`src/rcs_regs.vh`:
```
// register offsets, field positions, reset values and timing counts of the
// relay close sequencer; assumes a 40 MHz clock and byte addresses on the port
`ifndef RCS_REGS_VH
`define RCS_REGS_VH

// ==========================================================================
// register offsets
`define RCS_ADR_CMD        8'h00
`define RCS_ADR_STATUS     8'h04
`define RCS_ADR_MODE       8'h08
`define RCS_ADR_CONF       8'h0c
`define RCS_ADR_JOIN       8'h10
`define RCS_ADR_OPEN_DWELL 8'h14
`define RCS_ADR_CLOSE_DWELL 8'h18
`define RCS_ADR_TRIG_DELAY 8'h1c
`define RCS_ADR_TTL_EN     8'h20
`define RCS_ADR_SCAN       8'h24
`define RCS_ADR_CHAN       8'h28
`define RCS_ADR_WORD_IDX   8'h2c
`define RCS_ADR_MASK       8'h30
`define RCS_ADR_RELAY      8'h34

// ==========================================================================
// command bits
`define RCS_CMD_MUX_CLOSE  0
`define RCS_CMD_SCAN_CLOSE 1
`define RCS_CMD_OPEN       2
`define RCS_CMD_ARM        3
`define RCS_CMD_DISARM     4

// ==========================================================================
// field positions
`define RCS_MODE_SCAN_BIT  8
`define RCS_CONF_LSB       8
`define RCS_SCAN_FIRST_LSB 8
`define RCS_SCAN_LAST_LSB  16
`define RCS_SCAN_SRC_LSB   24
`define RCS_CHAN_LSB       8

// ==========================================================================
// wire configurations
`define RCS_CFG_1W         2'h0
`define RCS_CFG_2W         2'h1
`define RCS_CFG_4W         2'h2
`define RCS_CFG_4W_IND     2'h3

// ==========================================================================
// reset values
`define RCS_RST_MODE       6'h00
`define RCS_RST_CONF       12'h000
`define RCS_RST_DWELL      32'h0000_0000
`define RCS_RST_TTL_EN     8'h00

// ==========================================================================
// timing
`define RCS_CLK_PERIOD_NS  25
`define RCS_TICK_NS        200
`define RCS_TICK_CYC       (`RCS_TICK_NS / `RCS_CLK_PERIOD_NS)
`define RCS_TRIG_PULSE_NS  200
`define RCS_TRIG_TICKS     (`RCS_TRIG_PULSE_NS / `RCS_TICK_NS)
`define RCS_ENC_DLY_MS     5
`define RCS_ENC_WID_MS     4
`define RCS_ENC_DLY_TICKS  (`RCS_ENC_DLY_MS * 1000000 / `RCS_TICK_NS)
`define RCS_ENC_WID_TICKS  (`RCS_ENC_WID_MS * 1000000 / `RCS_TICK_NS)

`endif

```
`src/rcs_sequencer.v`:
```
// relay close sequencer for a six-section switching module
// assumes synchronous trigger inputs and a single-cycle register port
//
// Added by the designer: the register addresses and the address-and-strobe port.
`timescale 1ns/1ps
`include "rcs_regs.vh"

module rcs_sequencer
#(
   parameter [31:0] ENC_DLY_TICKS = `RCS_ENC_DLY_TICKS,
   parameter [31:0] ENC_WID_TICKS = `RCS_ENC_WID_TICKS
)
(
   // clock and reset
   input  wire         clk_i,
   input  wire         rst_i,
   // register port
   input  wire [7:0]   addr_i,
   input  wire [31:0]  wdata_i,
   input  wire         wstb_i,
   input  wire         rstb_i,
   output reg  [31:0]  rdata_o,
   // backplane trigger lines, open drain
   input  wire [7:0]   ttl_i,
   output wire [7:0]   ttl_o,
   output reg  [7:0]   ttl_oe_n_o,
   // relay drives and encode strobes
   output wire [239:0] relay_on_o,
   output reg  [5:0]   enc_lo_n_o,
   output reg  [5:0]   enc_hi_n_o
);

   localparam [8:0] S_IDLE  = 9'h001;
   localparam [8:0] S_TDLY  = 9'h002;
   localparam [8:0] S_OPEN  = 9'h004;
   localparam [8:0] S_ODW   = 9'h008;
   localparam [8:0] S_CLOSE = 9'h010;
   localparam [8:0] S_CDW   = 9'h020;
   localparam [8:0] S_TRIG  = 9'h040;
   localparam [8:0] S_ENCW  = 9'h080;
   localparam [8:0] S_ENCL  = 9'h100;

   // ========================================================================
   // registers
   reg  [8:0]   state_reg;
   reg  [8:0]   state_next;
   reg  [255:0] relay_reg;
   reg  [255:0] mask_reg;
   reg  [255:0] open_reg;
   reg  [255:0] close_reg;
   reg  [5:0]   mode_reg;
   reg  [11:0]  conf_reg;
   reg  [5:0]   join_reg;
   reg  [31:0]  open_dwell_reg;
   reg  [31:0]  close_dwell_reg;
   reg  [31:0]  trig_delay_reg;
   reg  [7:0]   ttl_en_reg;
   reg  [2:0]   scan_sect_reg;
   reg  [5:0]   scan_first_reg;
   reg  [5:0]   scan_last_reg;
   reg  [2:0]   scan_src_reg;
   reg  [2:0]   chan_sect_reg;
   reg  [5:0]   chan_idx_reg;
   reg  [2:0]   word_idx_reg;
   reg          armed_reg;
   reg          first_reg;
   reg  [5:0]   scan_cur_reg;
   reg  [5:0]   scan_nxt_reg;
   reg  [7:0]   ttl_prev_reg;
   reg  [5:0]   enc_lo_reg;
   reg  [5:0]   enc_hi_reg;

   wire [255:0] valid_all;
   wire [255:0] scan_grp_all;
   wire [255:0] mux_all;
   wire [5:0]   lo_sel;
   wire [5:0]   hi_sel;
   wire [5:0]   grp;
   wire [5:0]   sel_wr;
   wire         idle;
   wire         wr_cmd;
   wire         scan_trig;
   wire [7:0]   chan_pos;
   wire [7:0]   cur_pos;
   wire [7:0]   nxt_pos;
   wire [5:0]   scan_step;
   wire         chan_ok;
   wire         tmr_done;
   reg          tmr_load;
   reg  [31:0]  tmr_ticks;

   assign idle   = (state_reg == S_IDLE);
   assign wr_cmd = wstb_i & (addr_i == `RCS_ADR_CMD) & idle;
   assign sel_wr = wdata_i[5:0];
   assign valid_all[255:240]    = 16'h0000;
   assign scan_grp_all[255:240] = 16'h0000;
   assign mux_all[255:240]      = 16'h0000;

   // joined scan sections form one group around the addressed section
   assign grp = (join_reg[chan_sect_reg] ? (join_reg & mode_reg) : 6'h00) |
                (6'h01 << chan_sect_reg);

   // ========================================================================
   // per-section limits and encode selection
   genvar gi;
   generate
      for (gi = 0; gi < 6; gi = gi + 1)
      begin : g_sect
         rcs_section u_sect
         (
            .cfg_i   (conf_reg[gi*2 +: 2]),
            .close_i (close_reg[gi*40 +: 40]),
            .valid_o (valid_all[gi*40 +: 40]),
            .lo_sel_o(lo_sel[gi]),
            .hi_sel_o(hi_sel[gi])
         );
         assign scan_grp_all[gi*40 +: 40] = {40{grp[gi]}};
         assign mux_all[gi*40 +: 40]      = {40{~mode_reg[gi]}};
      end
   endgenerate

   // ========================================================================
   // channel positions
   assign chan_pos  = ({5'h00, chan_sect_reg} * 8'd40) + {2'h0, chan_idx_reg};
   assign cur_pos   = ({5'h00, scan_sect_reg} * 8'd40) + {2'h0, scan_cur_reg};
   assign nxt_pos   = ({5'h00, scan_sect_reg} * 8'd40) + {2'h0, scan_nxt_reg};
   assign chan_ok   = (chan_sect_reg < 3'h6) & (chan_idx_reg < 6'd40) &
                      valid_all[chan_pos];
   assign scan_step = (scan_cur_reg == scan_last_reg) ? scan_first_reg
                                                      : scan_cur_reg + 6'h01;
   assign scan_trig = armed_reg & idle & ttl_prev_reg[scan_src_reg] &
                      ~ttl_i[scan_src_reg];

   // ========================================================================
   // sequencing
   always @*
   begin
      state_next = state_reg;
      tmr_load   = 1'b0;
      tmr_ticks  = 32'h0000_0000;
      case (state_reg)
         S_IDLE :
         begin
            if (scan_trig)
            begin
               state_next = S_TDLY;
               tmr_load   = 1'b1;
               tmr_ticks  = trig_delay_reg;
            end
            else if (wr_cmd & wdata_i[`RCS_CMD_SCAN_CLOSE] & chan_ok)
               state_next = S_OPEN;
            else if (wr_cmd & wdata_i[`RCS_CMD_MUX_CLOSE])
               state_next = S_CLOSE;
            else if (wr_cmd & wdata_i[`RCS_CMD_OPEN])
               state_next = S_OPEN;
         end
         S_TDLY :
            if (tmr_done)
               state_next = first_reg ? S_CLOSE : S_OPEN;
         S_OPEN :
         begin
            state_next = S_ODW;
            tmr_load   = 1'b1;
            tmr_ticks  = open_dwell_reg;
         end
         S_ODW :
            if (tmr_done)
               state_next = (close_reg == 256'h0) ? S_IDLE : S_CLOSE;
         S_CLOSE :
         begin
            state_next = S_CDW;
            tmr_load   = 1'b1;
            tmr_ticks  = close_dwell_reg;
         end
         S_CDW :
            if (tmr_done)
            begin
               state_next = S_TRIG;
               tmr_load   = 1'b1;
               tmr_ticks  = `RCS_TRIG_TICKS;
            end
         S_TRIG :
            if (tmr_done)
            begin
               state_next = S_ENCW;
               tmr_load   = 1'b1;
               tmr_ticks  = ENC_DLY_TICKS;
            end
         S_ENCW :
            if (tmr_done)
            begin
               state_next = S_ENCL;
               tmr_load   = 1'b1;
               tmr_ticks  = ENC_WID_TICKS;
            end
         S_ENCL :
            if (tmr_done)
               state_next = S_IDLE;
         default :
            state_next = S_IDLE;
      endcase
   end

   rcs_timer u_timer
   (
      .clk_i  (clk_i),
      .rst_i  (rst_i),
      .load_i (tmr_load),
      .ticks_i(tmr_ticks),
      .done_o (tmr_done)
   );

   // ========================================================================
   // state, relays and strobes
   always @(posedge clk_i)
   begin
      if (rst_i)
      begin
         state_reg    <= S_IDLE;
         relay_reg    <= 256'h0;
         open_reg     <= 256'h0;
         close_reg    <= 256'h0;
         armed_reg    <= 1'b0;
         first_reg    <= 1'b1;
         scan_cur_reg <= 6'h00;
         scan_nxt_reg <= 6'h00;
         ttl_prev_reg <= 8'hff;
         ttl_oe_n_o   <= 8'hff;
         enc_lo_reg   <= 6'h00;
         enc_hi_reg   <= 6'h00;
         enc_lo_n_o   <= 6'h3f;
         enc_hi_n_o   <= 6'h3f;
      end
      else
      begin
         state_reg    <= state_next;
         ttl_prev_reg <= ttl_i;
         if (wr_cmd & wdata_i[`RCS_CMD_ARM])
         begin
            armed_reg <= 1'b1;
            first_reg <= 1'b1;
         end
         else if (wr_cmd & wdata_i[`RCS_CMD_DISARM])
            armed_reg <= 1'b0;
         if (idle)
         begin
            if (scan_trig)
            begin
               open_reg     <= first_reg ? 256'h0 : (256'h1 << cur_pos);
               close_reg    <= 256'h0;
               scan_nxt_reg <= first_reg ? scan_first_reg : scan_step;
            end
            else if (wr_cmd & wdata_i[`RCS_CMD_SCAN_CLOSE] & chan_ok)
            begin
               open_reg  <= scan_grp_all;
               close_reg <= (256'h1 << chan_pos);
            end
            else if (wr_cmd & wdata_i[`RCS_CMD_MUX_CLOSE])
            begin
               open_reg  <= 256'h0;
               close_reg <= mask_reg & valid_all & mux_all;
            end
            else if (wr_cmd & wdata_i[`RCS_CMD_OPEN])
            begin
               open_reg  <= mask_reg;
               close_reg <= 256'h0;
            end
            else if (wstb_i & (addr_i == `RCS_ADR_MODE))
               relay_reg <= relay_reg & ~sel_all(sel_wr);
            else if (wstb_i & (addr_i == `RCS_ADR_CONF))
               relay_reg <= relay_reg & ~sel_all(sel_wr);
         end
         if ((state_reg == S_TDLY) & tmr_done)
            close_reg <= (256'h1 << nxt_pos);
         if (state_reg == S_OPEN)
            relay_reg <= relay_reg & ~open_reg;
         if (state_reg == S_CLOSE)
         begin
            relay_reg  <= relay_reg | close_reg;
            enc_lo_reg <= lo_sel;
            enc_hi_reg <= hi_sel;
            if (~idle & (close_reg == (256'h1 << nxt_pos)))
            begin
               scan_cur_reg <= scan_nxt_reg;
               first_reg    <= 1'b0;
            end
         end
         ttl_oe_n_o <= (state_next == S_TRIG) ? ~ttl_en_reg : 8'hff;
         enc_lo_n_o <= (state_next == S_ENCL) ? ~enc_lo_reg : 6'h3f;
         enc_hi_n_o <= (state_next == S_ENCL) ? ~enc_hi_reg : 6'h3f;
      end
   end

   // expands a section select into channel bits
   function [255:0] sel_all;
      input [5:0] sel;
      integer k;
      begin
         sel_all = 256'h0;
         for (k = 0; k < 240; k = k + 1)
            sel_all[k] = sel[k / 40];
      end
   endfunction

   assign ttl_o      = 8'h00;
   assign relay_on_o = relay_reg[239:0];

   // ========================================================================
   // register writes; mode, configuration and join changes are refused while busy
   always @(posedge clk_i)
   begin
      if (rst_i)
      begin
         mask_reg        <= 256'h0;
         mode_reg        <= `RCS_RST_MODE;
         conf_reg        <= `RCS_RST_CONF;
         join_reg        <= 6'h00;
         open_dwell_reg  <= `RCS_RST_DWELL;
         close_dwell_reg <= `RCS_RST_DWELL;
         trig_delay_reg  <= `RCS_RST_DWELL;
         ttl_en_reg      <= `RCS_RST_TTL_EN;
         scan_sect_reg   <= 3'h0;
         scan_first_reg  <= 6'h00;
         scan_last_reg   <= 6'h00;
         scan_src_reg    <= 3'h0;
         chan_sect_reg   <= 3'h0;
         chan_idx_reg    <= 6'h00;
         word_idx_reg    <= 3'h0;
      end
      else if (wstb_i)
      begin
         if (addr_i == `RCS_ADR_MODE)
         begin
            if (idle)
               mode_reg <= wdata_i[`RCS_MODE_SCAN_BIT] ? (mode_reg | sel_wr)
                                                       : (mode_reg & ~sel_wr);
         end
         else if (addr_i == `RCS_ADR_CONF)
         begin
            if (idle)
               conf_reg <= conf_sel(conf_reg, sel_wr, wdata_i[`RCS_CONF_LSB +: 2]);
         end
         else if (addr_i == `RCS_ADR_JOIN)
         begin
            if (idle)
               join_reg <= wdata_i[5:0];
         end
         else if (addr_i == `RCS_ADR_OPEN_DWELL)
            open_dwell_reg <= wdata_i;
         else if (addr_i == `RCS_ADR_CLOSE_DWELL)
            close_dwell_reg <= wdata_i;
         else if (addr_i == `RCS_ADR_TRIG_DELAY)
            trig_delay_reg <= wdata_i;
         else if (addr_i == `RCS_ADR_TTL_EN)
            ttl_en_reg <= wdata_i[7:0];
         else if (addr_i == `RCS_ADR_SCAN)
         begin
            scan_sect_reg  <= wdata_i[2:0];
            scan_first_reg <= wdata_i[`RCS_SCAN_FIRST_LSB +: 6];
            scan_last_reg  <= wdata_i[`RCS_SCAN_LAST_LSB +: 6];
            scan_src_reg   <= wdata_i[`RCS_SCAN_SRC_LSB +: 3];
         end
         else if (addr_i == `RCS_ADR_CHAN)
         begin
            chan_sect_reg <= wdata_i[2:0];
            chan_idx_reg  <= wdata_i[`RCS_CHAN_LSB +: 6];
         end
         else if (addr_i == `RCS_ADR_WORD_IDX)
            word_idx_reg <= wdata_i[2:0];
         else if (addr_i == `RCS_ADR_MASK)
            mask_reg[word_idx_reg*32 +: 32] <= wdata_i;
      end
   end

   // replaces the configuration of each selected section
   function [11:0] conf_sel;
      input [11:0] cur;
      input [5:0]  sel;
      input [1:0]  cfg;
      integer j;
      begin
         conf_sel = cur;
         for (j = 0; j < 6; j = j + 1)
            if (sel[j])
               conf_sel[j*2 +: 2] = cfg;
      end
   endfunction

   // ========================================================================
   // register reads, data in the following cycle
   always @(posedge clk_i)
   begin
      if (rst_i)
         rdata_o <= 32'h0000_0000;
      else if (rstb_i)
      begin
         if (addr_i == `RCS_ADR_STATUS)
            rdata_o <= {21'h0, state_reg, armed_reg, ~idle};
         else if (addr_i == `RCS_ADR_MODE)
            rdata_o <= {26'h0, mode_reg};
         else if (addr_i == `RCS_ADR_CONF)
            rdata_o <= {20'h0, conf_reg};
         else if (addr_i == `RCS_ADR_JOIN)
            rdata_o <= {26'h0, join_reg};
         else if (addr_i == `RCS_ADR_OPEN_DWELL)
            rdata_o <= open_dwell_reg;
         else if (addr_i == `RCS_ADR_CLOSE_DWELL)
            rdata_o <= close_dwell_reg;
         else if (addr_i == `RCS_ADR_TRIG_DELAY)
            rdata_o <= trig_delay_reg;
         else if (addr_i == `RCS_ADR_TTL_EN)
            rdata_o <= {24'h0, ttl_en_reg};
         else if (addr_i == `RCS_ADR_SCAN)
            rdata_o <= {5'h0, scan_src_reg, 2'h0, scan_last_reg, 2'h0,
                        scan_first_reg, 5'h0, scan_sect_reg};
         else if (addr_i == `RCS_ADR_CHAN)
            rdata_o <= {18'h0, chan_idx_reg, 5'h0, chan_sect_reg};
         else if (addr_i == `RCS_ADR_WORD_IDX)
            rdata_o <= {29'h0, word_idx_reg};
         else if (addr_i == `RCS_ADR_MASK)
            rdata_o <= mask_reg[word_idx_reg*32 +: 32];
         else if (addr_i == `RCS_ADR_RELAY)
            rdata_o <= relay_reg[word_idx_reg*32 +: 32];
         else
            rdata_o <= 32'h0000_0000;
      end
   end

endmodule // rcs_sequencer

```
`src/rcs_timer.v`:
```
// common 200 ns time base and loadable down counter of the sequencer
// assumes load is a one-cycle pulse given on entry to each timed state
`timescale 1ns/1ps
`include "rcs_regs.vh"

module rcs_timer
(
   // clock and reset
   input  wire        clk_i,
   input  wire        rst_i,
   // control
   input  wire        load_i,
   input  wire [31:0] ticks_i,
   // status
   output wire        done_o
);

   localparam [31:0] TICK_LAST_W = `RCS_TICK_CYC - 1;
   localparam [2:0]  TICK_LAST   = TICK_LAST_W[2:0];

   reg  [2:0]  pre_reg;
   reg  [31:0] cnt_reg;
   reg         run_reg;
   wire        tick;

   assign tick   = (pre_reg == TICK_LAST);
   // done in the last cycle of the final tick, so n ticks last 8n cycles;
   // not gated by load, the sequencer reloads on done and would loop
   assign done_o = run_reg &
                   ((cnt_reg == 32'h0000_0000) | ((cnt_reg == 32'h0000_0001) & tick));

   // ========================================================================
   // prescaler restarts on load so every delay starts on a tick boundary
   always @(posedge clk_i)
   begin
      if (rst_i)
      begin
         pre_reg <= 3'h0;
         cnt_reg <= 32'h0000_0000;
         run_reg <= 1'b0;
      end
      else if (load_i)
      begin
         pre_reg <= 3'h0;
         cnt_reg <= ticks_i;
         run_reg <= 1'b1;
      end
      else
      begin
         pre_reg <= tick ? 3'h0 : pre_reg + 3'h1;
         if (done_o)
            run_reg <= 1'b0;
         else if (tick)
            cnt_reg <= cnt_reg - 32'h0000_0001;
      end
   end

endmodule // rcs_timer

```
`src/rcs_section.v`:
```
// per-section channel limits and encode selection
// assumes bit 0 of the channel vector is channel 1 of the section
`timescale 1ns/1ps
`include "rcs_regs.vh"

module rcs_section
(
   // configuration
   input  wire [1:0]  cfg_i,
   // channels being closed
   input  wire [39:0] close_i,
   // results
   output reg  [39:0] valid_o,
   output wire        lo_sel_o,
   output wire        hi_sel_o
);

   wire any_close;
   wire odd_close;
   wire even_close;
   wire indep;

   always @*
   begin
      case (cfg_i)
         `RCS_CFG_1W : valid_o = 40'hff_ffff_ffff;
         `RCS_CFG_2W : valid_o = 40'h00_000f_ffff;
         `RCS_CFG_4W : valid_o = 40'h00_0000_03ff;
         default     : valid_o = 40'h00_000f_ffff;
      endcase
   end

   assign any_close  = |close_i;
   assign odd_close  = |(close_i & 40'h55_5555_5555);
   assign even_close = |(close_i & 40'haa_aaaa_aaaa);
   assign indep      = (cfg_i == `RCS_CFG_4W_IND);

   assign lo_sel_o = indep ? odd_close  : any_close;
   assign hi_sel_o = indep ? even_close : any_close;

endmodule // rcs_section

```
`config.mk`:
```
export PLATFORM = sky130hd
export DESIGN_NAME = rcs_sequencer
export DESIGN_NICKNAME = d
export VERILOG_FILES = /design/src/rcs_sequencer.v /design/src/rcs_timer.v /design/src/rcs_section.v
export VERILOG_INCLUDE_DIRS = /design/src
export SDC_FILE = /design/constraint.sdc
export NUM_CORES = 2
export LEC_CHECK = 0
export BUFFER_PORTS_ARGS = -buffer_cell sky130_fd_sc_hd__buf_2
export CAP_MARGIN = 20
export CORE_MARGIN = 2
export CORE_UTILIZATION = 46
export CTS_CLUSTER_DIAMETER = 150
export DETAILED_ROUTE_END_ITERATION = 8
export GPL_TIMING_DRIVEN = 0
export MAX_ROUTING_LAYER = met4
export PLACE_DENSITY = 0.7
export SETUP_SLACK_MARGIN = 0.3
export SLEW_MARGIN = 20
export SYNTH_ARGS = -nofsm -noshare
export SYNTH_HDL_FRONTEND = slang
export SYNTH_SLANG_ARGS = --single-unit
```
`constraint.sdc`:
```
create_clock -name clk_i -period 6.95 [get_ports clk_i]
set_input_delay 0.3475 -clock clk_i [delete_from_list [all_inputs] [get_ports clk_i]]
set_output_delay 0.3475 -clock clk_i [all_outputs]
set_load 0.03 [all_outputs]
```
==> results of run 1 <==
==> stage by stage <==
stage	area, µm²	utilization	setup WS (ps)	cells	TNS [ps]
after floorplan	69700	-	2610	8993	0
after global placement	73900	0.492	-2710	11300	-20180
after detailed placement	75100	0.500	-465	11400	-2830
after CTS	80400	0.536	329	11700	0
==> logic make-up after synthesis <==
kind of cell / Yosys count
xor gates and xnor gates: 94
buffers and inverters: 1139
adders and majority gates: 34
AOI/OAI and AO/OA: 2684
other: 1
and+or+nand+nor: 3445
DFF: 1313
muxes: 276
==> layer usage <==
metal | GRT overflow | track usage
met5 | - | -
met4 | 111 | 0.725
met2 | 182 | 0.886
met3 | 2 | 0.624
met1 | 2 | 0.779
==> timing repair <==
item / CTS
hold buffers: 33
endpoints found under the setup margin: 7
gates resized for setup: 20
hold endpoints to repair: 55
buffers inserted: 2
pin swaps: 1
==> metrics.json, run 1 <==
{
  "run_status": {
    "status": "stopped before the end",
    "failing_step": "5_1_grt",
    "tool.error": "[ERROR GRT-0116] Global routing finished with congestion. Check the congestion regions in the DRC Viewer."
  },
  "synthesis": {
    "yosysUniqueCellTypes": 102,
    "synth.yosys.seq_area_share": 0.377,
    "synth_xor_area_frac": 0.0120,
    "yosys-mux-area-fraction": 0.0633,
    "asyncSetResetFlopFracSynth": 0,
    "yosys-top-cells-count": "sky130_fd_sc_hd__dfxtp_1 (1313), sky130_fd_sc_hd__a21oi_1 (1244), sky130_fd_sc_hd__nor2_1 (1134)",
    "synth-warning-count": 0,
    "synthesis.area_per_instance_um2": 7.75,
    "synthTopCellsByArea": "sky130_fd_sc_hd__dfxtp_1 (38%), sky130_fd_sc_hd__a21oi_1 (8.9%), sky130_fd_sc_hd__nor2_1 (6.1%)",
    "synth_cells": 8986,
    "register_bit_count_reported_by_yosys": 1313,
    "synth_top_area_share": 0.377,
    "post-synth-top-area-cell": "sky130_fd_sc_hd__dfxtp_1",
    "number_of_flops_mapped_to_enable_cells_by_yosys": 0,
    "ys_dominant_reg_cell": "sky130_fd_sc_hd__dfxtp_1",
    "combinational_family_with_the_most_area_after_synthesis": "compound AO/OA/AOI/OAI gates",
    "synth_compound_area_frac": 0.243,
    "post_synth_and_or_nand_nor_area_fraction": 0.220,
    "yosys.area_share.adder": 0.00643,
    "mappedNetlistArea_um2": 69600,
    "synth.most_common_cell": "sky130_fd_sc_hd__dfxtp_1"
  },
  "floorplanning": {
    "dieHeight_um": 393,
    "die_x_extent_um": 393,
    "core.rowCount": 142,
    "initial_utilization": 0.464,
    "ios": 352
  },
  "global_route": {
    "grt_start_max_net_pins": 17,
    "grtUsageTotal": 0.769,
    "global_route_wire_length_before_repair_um": 796000,
    "gr-total-overflow": 297,
    "grt_pass1_vias": 86200
  },
  "clocking": {
    "clk_path_buf_depth": 3,
    "cts.root.buffer_cell": "sky130_fd_sc_hd__clkbuf_16",
    "numClockSinks": 1313,
    "cts.htree.levels": 4,
    "cts-buffers-inserted": 143
  },
  "placed_design": {
    "placer_congestion_estimate": 1.37,
    "placement.io_buffers": 337,
    "dp_hpwl_um": 444000
  }
}
==> run 2, diff against run 1 <==
--- a/config.mk
+++ b/config.mk
@@ -9,13 +9,10 @@
 export BUFFER_PORTS_ARGS = -buffer_cell sky130_fd_sc_hd__buf_2
 export CAP_MARGIN = 20
 export CORE_MARGIN = 2
-export CORE_UTILIZATION = 46
-export CTS_CLUSTER_DIAMETER = 150
+export CORE_UTILIZATION = 31
 export DETAILED_ROUTE_END_ITERATION = 8
 export GPL_TIMING_DRIVEN = 0
-export MAX_ROUTING_LAYER = met4
-export PLACE_DENSITY = 0.7
-export SETUP_SLACK_MARGIN = 0.3
+export PLACE_DENSITY_LB_ADDON = 0.15
 export SLEW_MARGIN = 20
 export SYNTH_ARGS = -nofsm -noshare
 export SYNTH_HDL_FRONTEND = slang
==> metrics.json, run 2 <==
{
  "synthesis": {
    "ys_dominant_reg_cell": "sky130_fd_sc_hd__dfxtp_1",
    "synth.yosys.seq_area_share": 0.377,
    "synth-warning-count": 0,
    "asyncSetResetFlopFracSynth": 0,
    "post-synth-top-area-cell": "sky130_fd_sc_hd__dfxtp_1",
    "synth_cells": 8986,
    "register_bit_count_reported_by_yosys": 1313,
    "synth_top_area_share": 0.377,
    "mappedNetlistArea_um2": 69600,
    "synthesis.area_per_instance_um2": 7.75,
    "synth.most_common_cell": "sky130_fd_sc_hd__dfxtp_1",
    "yosysUniqueCellTypes": 102,
    "number_of_flops_mapped_to_enable_cells_by_yosys": 0,
    "synthTopCellsByArea": "sky130_fd_sc_hd__dfxtp_1 (38%), sky130_fd_sc_hd__a21oi_1 (8.9%), sky130_fd_sc_hd__nor2_1 (6.1%)",
    "yosys-top-cells-count": "sky130_fd_sc_hd__dfxtp_1 (1313), sky130_fd_sc_hd__a21oi_1 (1244), sky130_fd_sc_hd__nor2_1 (1134)"
  },
  "finish": {
    "nFillCells": 23600,
    "share_of_final_layout_standard_cells_stronger_than_drive_strength_1": 0.156,
    "most-common-layout-cells": "sky130_fd_sc_hd__dfxtp_1 (1304), sky130_fd_sc_hd__a21oi_1 (1234), sky130_fd_sc_hd__nand2_1 (1097), sky130_fd_sc_hd__nor2_1 (1096), sky130_fd_sc_hd__clkbuf_1 (605)",
    "finish.net_count": 9734,
    "final_core_utilization": 0.375,
    "layout-area-overhead-vs-synth_pct": 19.9,
    "post_layout_nonfiller_instances": 12800,
    "mostFrequentLayoutCell": "sky130_fd_sc_hd__dfxtp_1"
  },
  "floorplanning": {
    "core.rowCount": 173,
    "fp.dieArea_um2": 228000,
    "die_x_extent_um": 478,
    "ios": 352,
    "dieHeight_um": 478,
    "initial_utilization": 0.313,
    "core-area_um2": 223000
  },
  "route": {
    "met3WireLength_um": 101000,
    "topRoutingLayerUsed": "met5",
    "detail_route.first_pass.iterations": 9,
    "detailroute.wirelength.met2_um": 255000,
    "routed_len_inst_um": 52.4,
    "detail_route.drc_violations": 2,
    "dr_total_vias": 89900,
    "drt-initial-drc-count": 17600,
    "finalWirelength_um": 673000,
    "met1Wirelength_um": 231000,
    "vias_per_cell": 7.00,
    "ant_nets": 0
  },
  "worst_setup_path": {
    "crit_arrival_ps": 8070,
    "setup.worst_path.start_class": "register",
    "timing.critical_path.to_type": "register",
    "worst-path-max-fanout": 10,
    "timing.critical_path.required_ps": 7730,
    "critPathKind": "register to register"
  },
  "timing": {
    "final-max-slew-violation-count": 0,
    "fin_ws_ps": -346,
    "finish_stage_setup_viols": 7,
    "max-slew-margin-rel": 0.0393,
    "finalCriticalPeriod_ps": 7300,
    "worst_slew_pin_slew_ps": 1440,
    "fin_worst_skew_ps": 51.9,
    "timing.final.hold_violations": 0,
    "post-route-period-util": 1.05,
    "highest_clock_rate_mhz": 137
  },
  "placed_design": {
    "dp_hpwl_um": 539000,
    "detailedPlace.worstSlack_ps": -1710,
    "place_inst": 12400,
    "placer_congestion_estimate": 1.20,
    "placement.io_buffers": 337
  },
  "clocking": {
    "worstSkewPairLatency_ps": 880,
    "cts.root.buffer_cell": "sky130_fd_sc_hd__clkbuf_16",
    "post_cts_clock_slew_at_the_launch_and_capture_registers_of_the_worst_setup_and_hold_paths_ps": 60,
    "numClockSinks": 1313,
    "cts.htree.levels": 4,
    "clk_path_buf_depth": 3,
    "tritoncts": "yes",
    "cts-buffers-inserted": 152
  },
  "power": {
    "clockPowerShare": 0.512,
    "power.share.switching": 0.257,
    "internal_power_mw": 12.4,
    "switchingPower_mw": 4.30,
    "peakVddDrop_uv": 269,
    "power.density_nw_per_um2": 200,
    "p_seq_frac": 0.452,
    "power.static_leakage_nw": 29.1,
    "power.combinational.fraction": 0.036
  },
  "global_route": {
    "initial_antenna_violation_count": 112,
    "global_route_wire_length_before_repair_um": 839000,
    "grt_start_max_net_pins": 17,
    "grtUsageTotal": 0.564,
    "gr-total-overflow": 0,
    "grt_pass1_vias": 77500
  },
  "run_status": {
    "violations": "design-rule violations, negative setup slack",
    "status": "finished with violations"
  },
  "hold_path": {
    "hold_class": "input pin to register"
  },
  "run": {
    "drv.max_cap_violation_count": 0
  }
}
## run 2: cell counts after synthesis
No cell type changed its count.
## run 2: per-layer routing
layer / GRT usage / vias up
met2: 0.750 / 8879
met5: 0.0221 / -
met1: 0.622 / 44300
li1: - / 33800
met3: 0.303 / 2873
met4: 0.556 / 48
## run 2: through the flow
stage	setup TNS [ps]	hold WS, ps	cell area, µm²	total power, mW
CTS	0	20.0	82900	16.6
global route	-227	98.2	83300	16.9
global placement	-88890	371	75100	8.25
finish	-2300	31.4	83500	16.7
floorplan	0	358	69700	7.95
detailed placement	-11860	373	77300	8.26
## run 2: cell families (layout without fill, tap and decap cells)
| kind of cell | count (synthesis) | count (layout) | synth area share |
|---|---|---|---|
| other cells | 1 | 114 | 0.0000538 |
| compound gates | 2684 | 2684 | 0.243 |
| buf+inv | 1139 | 1913 | 0.0778 |
| mux | 276 | 276 | 0.0633 |
| simple gates | 3445 | 3445 | 0.220 |
| xor+xnor | 94 | 94 | 0.0120 |
| flops | 1313 | 1313 | 0.377 |
| fa+ha+maj | 34 | 34 | 0.00643 |
## run 2: repair_timing
item | CTS | global route
hold buffers | 33 | 0
setup endpoints to repair | 7 | 8
buffers inserted | 6 | 0
pin swaps | 5 | 4
resized for setup | 33 | 23
endpoints found under the hold margin | 59 | 0
## run 2: power by group through the flow
stage	logic, mW	clock network [mW]	registers [mW]
6_report	0.599	8.57	7.56
5_1_grt	0.583	8.75	7.56
4_1_cts	0.554	8.45	7.56
3_5_place_dp	0.536	0	7.73
3_3_place_gp	0.519	0	7.73
2_1_floorplan	0.224	0	7.72
## run 2: cell type report
type	instances	area [µm²]	share of cell area
multi-input combinational	6541	38800	0.465
sequential	1313	26300	0.315
buffer	1079	5370	0.0642
clock buffer	221	4420	0.0530
tap	2975	3720	0.0446
timing repair buffer	502	3690	0.0441
clock inverter	52	732	0.00876
antenna	106	265	0.00318
inverter	59	221	0.00265
## run 2: worst paths after layout
kind	start	endpoint	slack, ps	cells past startpoint
hold / removal	rstb_i	rdata_o[8]	30	4
hold reg to reg	enc_lo_reg[1]	enc_lo_n_o[1]	390	1
setup / recovery	scan_sect_reg[2]	scan_cur_reg[2]	-350	17
setup reg to reg	scan_sect_reg[2]	scan_cur_reg[2]	-350	17
## run 2: critical path, cell delays in order, from the launching register on
cell,delay (ps)
sky130_fd_sc_hd__dfxtp_4,540
sky130_fd_sc_hd__ha_1,470
sky130_fd_sc_hd__ha_1,370
sky130_fd_sc_hd__buf_2,210
sky130_fd_sc_hd__and3_4,250
sky130_fd_sc_hd__o21a_2,350
sky130_fd_sc_hd__clkbuf_4,380
sky130_fd_sc_hd__clkbuf_4,350
sky130_fd_sc_hd__clkbuf_4,390
sky130_fd_sc_hd__o221ai_1,240
sky130_fd_sc_hd__o21ai_0,300
sky130_fd_sc_hd__nand4_1,1030
sky130_fd_sc_hd__or4_1,840
sky130_fd_sc_hd__nor4_2,400
sky130_fd_sc_hd__nand4_1,340
sky130_fd_sc_hd__nor4_4,290
sky130_fd_sc_hd__buf_12,190
sky130_fd_sc_hd__mux2i_1,180
(Power assumes the default switching activity.)
